[config.mk]
export PLATFORM = sky130hd
export DESIGN_NAME = qdsl_ctrl
export DESIGN_NICKNAME = d
export VERILOG_FILES = /design/src/qdsl_pkg.sv /design/src/qdsl_sync.sv /design/src/qdsl_ctrl.sv
export SDC_FILE = /design/constraint.sdc
export NUM_CORES = 1
export LEC_CHECK = 0
export BUFFER_PORTS_ARGS = -buffer_cell sky130_fd_sc_hd__buf_2
export CAP_MARGIN = 10
export CORE_AREA = 8 8 117 119
export CTS_CLUSTER_SIZE = 16
export DETAILED_ROUTE_END_ITERATION = 8
export DIE_AREA = 0 0 125 127
export GPL_TIMING_DRIVEN = 0
export PLACE_DENSITY = 0.81
export SYNTH_ARGS = -nofsm -noshare
export SYNTH_HDL_FRONTEND = slang
export SYNTH_SLANG_ARGS = --single-unit
[constraint.sdc]
create_clock -name i_clk_sys -period 19.81 [get_ports i_clk_sys]
set_input_delay 3.962 -clock i_clk_sys [delete_from_list [all_inputs] [get_ports i_clk_sys]]
set_output_delay 3.962 -clock i_clk_sys [all_outputs]
set_load 0.01 [all_outputs]
[src/qdsl_pkg.sv]
// constants shared by the quad converter serial load control block
`default_nettype none

package qdsl_pkg;

  // default converter resolution; the narrow variant uses 10
  localparam int DATA_W_DEF = 12;
  // control bits ahead of the data field: two shutdown bits, two address bits
  localparam int CTRL_W = 4;
  // number of converter channels
  localparam int CHAN_N = 4;
  // channel address width
  localparam int ADDR_W = 2;
  // synchroniser depth for pin inputs
  localparam int SYNC_STAGES = 2;
  // bit positions counted down from the word's top bit
  localparam int OFS_EVERY = 1;
  localparam int OFS_ONE = 2;
  localparam int OFS_ADDR_HI = 3;
  localparam int OFS_ADDR_LO = 4;
  // idle levels of the synchronised pins: clock low, select high, data low, strobe high
  localparam int PIN_N = 4;
  localparam logic [PIN_N-1:0] PIN_IDLE = 4'h5;
  // positions of the pins in the synchroniser vector
  localparam int PIN_SCLK = 3;
  localparam int PIN_CS_N = 2;
  localparam int PIN_SDI = 1;
  localparam int PIN_LOAD_N = 0;

endpackage : qdsl_pkg

`default_nettype wire

[src/qdsl_sync.sv]
// two-flop synchroniser for a vector of pin inputs
`timescale 1ns/1ps
`default_nettype none

module qdsl_sync #(
  parameter int WIDTH = 4,
  parameter logic [WIDTH-1:0] RST_VAL = '0
) (
  // clock and reset
  input wire logic i_clk_sys,
  input wire logic i_reset,
  // raw pins and their synchronised copies
  input wire logic [WIDTH-1:0] i_async,
  output logic [WIDTH-1:0] o_sync
);

  // both stages of the synchroniser
  typedef struct packed {
    logic [WIDTH-1:0] meta; // first stage, read only by the second
    logic [WIDTH-1:0] safe; // second stage, free for any logic
  } qdsl_sync_s;

  qdsl_sync_s state_q;
  qdsl_sync_s state_d;

  // next value: shift the pins through both stages
  always_comb
  begin
    state_d = state_q;
    state_d.meta = i_async;
    state_d.safe = state_q.meta;
  end

  // register the stages, idle levels at reset
  always_ff @(posedge i_clk_sys or posedge i_reset)
  begin
    if (i_reset)
    begin
      state_q <= {RST_VAL, RST_VAL};
    end
    else
    begin
      state_q <= state_d;
    end
  end

  assign o_sync = state_q.safe;

endmodule : qdsl_sync

`default_nettype wire

[src/qdsl_ctrl.sv]
// serial load and double-buffered register control of a four-channel converter
`timescale 1ns/1ps
`default_nettype none

module qdsl_ctrl #(
  parameter int DATA_W = qdsl_pkg::DATA_W_DEF
) (
  // clock and reset
  input wire logic i_clk_sys,
  input wire logic i_reset,
  // serial link from the host
  input wire logic i_sclk,
  input wire logic i_cs_n,
  input wire logic i_serial_data_in,
  // strobes
  input wire logic i_output_load_strobe_n,
  input wire logic i_register_clear_n,
  // register contents
  output logic [qdsl_pkg::CHAN_N-1:0][DATA_W-1:0] o_input_reg,
  output logic [qdsl_pkg::CHAN_N-1:0][DATA_W-1:0] o_converter_reg,
  // codes seen by the output amplifiers and their power state
  output logic [qdsl_pkg::CHAN_N-1:0][DATA_W-1:0] o_output_code,
  output logic [qdsl_pkg::CHAN_N-1:0] o_channel_shutdown
);

  // serial word width for this resolution
  localparam int WORD_W = DATA_W + qdsl_pkg::CTRL_W;
  localparam int POS_EVERY = WORD_W - qdsl_pkg::OFS_EVERY;
  localparam int POS_ONE = WORD_W - qdsl_pkg::OFS_ONE;
  localparam int POS_AHI = WORD_W - qdsl_pkg::OFS_ADDR_HI;
  localparam int POS_ALO = WORD_W - qdsl_pkg::OFS_ADDR_LO;

  // link-side state: edge history and shift register
  typedef struct packed {
    logic sclk_prev;         // clock level one cycle ago
    logic cs_n_prev;         // select level one cycle ago
    logic [WORD_W-1:0] shift; // serial shift register
  } qdsl_link_s;

  // register bank, zeroed by reset or by the clear pin
  typedef struct packed {
    logic [qdsl_pkg::CHAN_N-1:0][DATA_W-1:0] inreg; // input registers
    logic [qdsl_pkg::CHAN_N-1:0][DATA_W-1:0] conv;  // converter registers
    logic [qdsl_pkg::CHAN_N-1:0][DATA_W-1:0] outc;  // code driving each amplifier
    logic [qdsl_pkg::CHAN_N-1:0] shut;              // per-channel shutdown
  } qdsl_bank_s;

  qdsl_link_s link_q;
  qdsl_link_s link_d;
  qdsl_bank_s bank_q;
  qdsl_bank_s bank_d;

  logic [qdsl_pkg::PIN_N-1:0] pins_s; // synchronised pins
  logic sclk_s;                       // synchronised serial clock
  logic cs_n_s;                       // synchronised chip select
  logic sdi_s;                        // synchronised serial data
  logic load_n_s;                     // synchronised load strobe
  logic shift_en;                     // clock rise seen while selected
  logic commit;                       // select rise seen
  logic [qdsl_pkg::ADDR_W-1:0] addr;  // channel address of the held word
  logic bank_arst;                    // async reset of the register bank
  logic [DATA_W-1:0] word_data;       // data field of the held word
  logic [WORD_W-2:0] shift_keep;      // shift bits that survive one more shift

  // link pins and load strobe come from the host's domain, two flops before use
  qdsl_sync #(
    .WIDTH(qdsl_pkg::PIN_N),
    .RST_VAL(qdsl_pkg::PIN_IDLE)
  ) u_pin_sync (
    .i_clk_sys(i_clk_sys),
    .i_reset(i_reset),
    .i_async({i_sclk, i_cs_n, i_serial_data_in, i_output_load_strobe_n}),
    .o_sync(pins_s)
  );

  assign sclk_s = pins_s[qdsl_pkg::PIN_SCLK];
  assign cs_n_s = pins_s[qdsl_pkg::PIN_CS_N];
  assign sdi_s = pins_s[qdsl_pkg::PIN_SDI];
  assign load_n_s = pins_s[qdsl_pkg::PIN_LOAD_N];

  // edge detection on the synchronised link
  assign shift_en = ~cs_n_s & sclk_s & ~link_q.sclk_prev;
  assign commit = cs_n_s & ~link_q.cs_n_prev;
  assign addr = {link_q.shift[POS_AHI], link_q.shift[POS_ALO]};
  // named slices of the shift register, watched by the checks below
  assign word_data = link_q.shift[DATA_W-1:0];
  assign shift_keep = link_q.shift[WORD_W-2:0];

  // clear acts without any clock; the shift register is outside its reach
  assign bank_arst = i_reset | ~i_register_clear_n;

  // link next state: shift msb first, older bits fall off the top
  always_comb
  begin
    link_d = link_q;
    link_d.sclk_prev = sclk_s;
    link_d.cs_n_prev = cs_n_s;
    // only a selected clock rise moves the shift register
    if (shift_en)
    begin
      link_d.shift = {link_q.shift[WORD_W-2:0], sdi_s};
    end
  end

  // link registers, reset only by the block reset
  always_ff @(posedge i_clk_sys or posedge i_reset)
  begin
    if (i_reset)
    begin
      // history starts at the idle levels so no false edge follows reset
      link_q <= '{sclk_prev: 1'b0, cs_n_prev: 1'b1, shift: '0};
    end
    else
    begin
      link_q <= link_d;
    end
  end

  // bank next state: decode the committed word, load strobe, output codes
  always_comb
  begin
    bank_d = bank_q;
    // committed word is decoded on the select rise only
    if (commit)
    begin
      if (link_q.shift[POS_EVERY])
      begin
        bank_d.shut = '1;
      end
      else if (link_q.shift[POS_ONE])
      begin
        bank_d.shut[addr] = 1'b1;
      end
      else
      begin
        // plain word: load the addressed input register and wake it
        bank_d.inreg[addr] = link_q.shift[DATA_W-1:0];
        bank_d.shut[addr] = 1'b0;
      end
    end
    // strobe low: converters follow inputs, whatever select does
    if (!load_n_s)
    begin
      bank_d.conv = bank_q.inreg;
    end
    // amplifiers of live channels follow their converter registers
    for (int ch = 0; ch < qdsl_pkg::CHAN_N; ch++)
    begin
      if (!bank_q.shut[ch])
      begin
        bank_d.outc[ch] = bank_q.conv[ch];
      end
    end
  end

  // bank registers: zero at power-on and on clear
  always_ff @(posedge i_clk_sys or posedge bank_arst)
  begin
    if (bank_arst)
    begin
      bank_q <= '0;
    end
    else
    begin
      bank_q <= bank_d;
    end
  end

  // outputs straight from flops
  assign o_input_reg = bank_q.inreg;
  assign o_converter_reg = bank_q.conv;
  assign o_output_code = bank_q.outc;
  assign o_channel_shutdown = bank_q.shut;

  // checks on the bank and the shift register; clear and shift checks pause only in reset, the others while the bank is held clear
  load_copy_a: assert property (@(posedge i_clk_sys) disable iff (bank_arst)
    !load_n_s |=> (o_converter_reg == $past(o_input_reg)))
    else $error("converter registers did not follow input registers");

  load_hold_a: assert property (@(posedge i_clk_sys) disable iff (bank_arst)
    load_n_s |=> $stable(o_converter_reg))
    else $error("converter registers moved after strobe release");

  clear_zero_a: assert property (@(posedge i_clk_sys) disable iff (i_reset)
    !i_register_clear_n |-> (o_input_reg == '0 && o_converter_reg == '0))
    else $error("clear did not zero the registers");

  clear_keep_a: assert property (@(posedge i_clk_sys) disable iff (i_reset)
    (!i_register_clear_n && cs_n_s) |=> $stable(link_q.shift))
    else $error("clear disturbed the shift register");

  idle_shift_a: assert property (@(posedge i_clk_sys) disable iff (i_reset)
    cs_n_s |=> $stable(link_q.shift))
    else $error("shift register moved while deselected");

  commit_word_a: assert property (@(posedge i_clk_sys) disable iff (bank_arst)
    (commit && !link_q.shift[POS_EVERY] && !link_q.shift[POS_ONE])
    |=> (o_input_reg[$past(addr)] == $past(word_data)))
    else $error("select rise did not load the addressed input register");

  shift_in_a: assert property (@(posedge i_clk_sys) disable iff (i_reset)
    shift_en |=> (link_q.shift == {$past(shift_keep), $past(sdi_s)}))
    else $error("clock rise did not shift in the data bit");

  shift_quiet_a: assert property (@(posedge i_clk_sys) disable iff (bank_arst)
    (!commit && load_n_s) |=> ($stable(o_input_reg) && $stable(o_converter_reg)))
    else $error("registers changed without commit or strobe");

  every_off_a: assert property (@(posedge i_clk_sys) disable iff (bank_arst)
    (commit && link_q.shift[POS_EVERY]) |=> (o_channel_shutdown == '1))
    else $error("shutdown-all word left a channel running");

  // frozen outputs per channel while shut down
  for (genvar g = 0; g < qdsl_pkg::CHAN_N; g++)
  begin : g_hold
    out_freeze_a: assert property (@(posedge i_clk_sys) disable iff (bank_arst)
      o_channel_shutdown[g] |=> $stable(o_output_code[g]))
      else $error("shut-down channel output code changed");
  end

  // main scenarios
  commit_c: cover property (@(posedge i_clk_sys) disable iff (bank_arst)
    commit && !link_q.shift[POS_EVERY] && !link_q.shift[POS_ONE]);
  load_c: cover property (@(posedge i_clk_sys) disable iff (bank_arst) !load_n_s && !cs_n_s);
  shutall_c: cover property (@(posedge i_clk_sys) disable iff (bank_arst)
    commit && link_q.shift[POS_EVERY]);
  clear_c: cover property (@(posedge i_clk_sys) disable iff (i_reset) !i_register_clear_n);

endmodule : qdsl_ctrl

`default_nettype wire

==> metrics.txt <==
status completed; Initial Utilization 54.15%; maximum clock insertion buffer count 2; first-pass GRT wire length 22.32 mm; height of the die 127 um; clk sink count 174; max-slew violation count 0; GRT overflow 0; Critical Path Fanout Max 5; CP bufs+invs 1; worst hold path type reg -> reg; synth warn 0; worst ir drop on vdd 0.06264 mV; Routed Antenna Nets 0; GR Util All Layers 18.13%; drt wl/cell 19.66 um; Worst EP arrival 1.05 ns; Max Clk Rate 199.6 MHz; endpoints failing setup 0; routability cong. 0.7730; Starting DRT DRC Count 207; setup tns final 0 ns; post-synthesis instance area 6396 um^2; clock latency at the later pin of the worst-skew pair 0.43 ns; die area 15880 um^2; clk slew on worst S/H paths 0.06 ns; row cnt 40; Syn Area/Cell 17.29 um^2; Post-CTS Setup Repair Bufs 0; Pwr Density 102.0 nW/um^2; Slowest-stage cell, CP dfrtp_1; CTS tree yes; Critical Path End Type output pin; die width 125 um; Area Overhead vs Synth 25.25%; total number of vias 3642; Worst Path Required 15.85 ns; DP HPWL 10.14 mm; Synth cell types 18; Synth top area share 66.12%; post-DR vias/cell 5.144; initial antenna violation count 0; area occupied by multi-input gates 1954 um^2; DRT Pass-1 Iters 4; Num CTS Buffers 17; clock root buffer clkbuf_16; cell taking the most area after synthesis dfrtp_1; vias in the first global route 4064; Place WS 14.56 ns; Post-CTS Resized 0; IO Pins 155; Diodes inserted 0; FF/Latch Area 4360 um^2; Hold Violations, Final 0; critical path class reg -> out; sequential area share after synthesis 68.17%; Final Cycle Share 25.30%; delay-heaviest family, CP flip-flops; pin count of the biggest net entering global routing 34; min cycle time layout 5.011 ns; LEAKAGE 4.462 nW; CP cell instances buf_2; final-layout fill cell count 845; hold_buf cts 0; #FFs+latches synth 174; crit path launch type register; Cells after Synth 370; core footprint 11810 um^2; relative slew slack 37.35%; Residual DRC 0; IO buf count 154; H-tree depth 4; Final Worst Setup Slack 14.80 ns; syn nets 377; max-cap viol count 0; clock skew 0.007691 ns; ranking of synthesized cells by area dfrtp_1 (66%), mux2_2 (28%), dfstp_2 (2.1%); Worst Max-Slew Pin Slew 0.9387 ns; CP peak stage delay 0.45 ns; ratio of cells with drive above 1 in the final layout 64.71%; unrepaired setup endpoints after global routing false; routed wire length 13.92 mm; Post-layout nets 555
final timing paths:
kind,from,to,slack [ns],cells past startpoint
worst min-delay path,u_pin_sync.state_d[1],u_pin_sync.o_sync[1],0.35,0
max in group asynchronous,i_reset,o_output_code[16],15.08,5
worst max-delay path,o_channel_shutdown[1],o_channel_shutdown[1],14.80,1
worst max register to register,u_pin_sync.o_sync[2],o_input_reg[40],17.99,5
worst min register to register,u_pin_sync.state_d[1],u_pin_sync.o_sync[1],0.35,0
min in group asynchronous,i_register_clear_n,o_converter_reg[37],3.73,2
routing by layer:
metal / GRT usage, % / part of all wire [%] / wire length [um] / vias up
met5: 0 / 0 / 0 / -
met4: 6.662 / 1.4 / 189 / 0
met3: 7.862 / 7.4 / 1028 / 16
met2: 29.63 / 50 / 6895 / 113
met1: 20.90 / 42 / 5808 / 1843
li1: - / - / - / 1670
synth_stat cells:
library cell,count
mux2_2,160
nor2b_1,4
dfrtp_1,169
buf_1,4
nor4b_4,1
buf_8,1
dfstp_2,5
a21o_2,1
nor3b_2,1
nor2_1,2
clkbuf_1,2
inv_1,1
buf_4,3
buf_2,5
a21oi_1,1
nand2_1,3
o21a_1,6
and3_1,1
cell families after synthesis:
kind of cell	share of synthesized area, %
AO/OA/AOI/OAI	0.9193
buffers and inverters	1.389
flip-flops	68.17
multiplexers	28.17
AND/OR/NAND/NOR	1.350
per-stage QoR:
step | hold WS [ns] | util, % | cell area (um^2) | instances | power (mW)
after floorplan | 0.3312 | - | 6396 | 370 | 0.4680
after global placement | 0.3359 | 62.24 | 7351 | 671 | 0.5160
after detailed placement | 0.3363 | 63.34 | 7481 | 676 | 0.5248
after CTS | 0.3486 | 67.83 | 8011 | 708 | 0.8274
after global routing | 0.3533 | 67.83 | 8011 | 708 | 0.8505
final | 0.3488 | 67.83 | 8011 | 708 | 0.8174
layout make-up:
| type | instances | share of cell area, % |
|---|---|---|
| clock inverter | 8 | 0.8590 |
| multi-input combinational | 180 | 24.39 |
| sequential | 174 | 54.43 |
| timing repair buffer | 159 | 11.15 |
| inverter | 1 | 0.04685 |
| buffer | 15 | 1.062 |
| tap | 147 | 2.296 |
| clock buffer | 24 | 5.763 |
report_power, final:
group	switching [mW]	internal, mW
Clock	0.126	0.175
Combinational	0.0421	0.0466
Sequential	0.0393	0.388
Total	0.208	0.610
layout by cell type, fill, tap and decap left out:
cell,count
a21o_2,1
buf_12,2
buf_2,159
o21a_1,6
clkbuf_1,8
nor2b_1,3
nor2_1,2
buf_4,3
nor2b_4,1
and3_1,1
dfrtp_1,169
buf_8,1
nor4b_4,1
mux2_2,160
nor3b_2,1
clkbuf_16,17
a21oi_1,1
bufinv_16,1
clkinv_2,6
clkinv_4,1
clkbuf_8,1
buf_1,4
dfstp_2,5
nand2_1,3
inv_1,1
buf_16,3
worst register-to-register path, delay by kind of cell, from the launching register on:
kind                   cells  cell delay, ns
buffers and inverters      2            0.32
DFF                        1            0.56
muxes                      1            0.34
and+or+nand+nor            2            0.48
(Power assumes the default switching activity.)
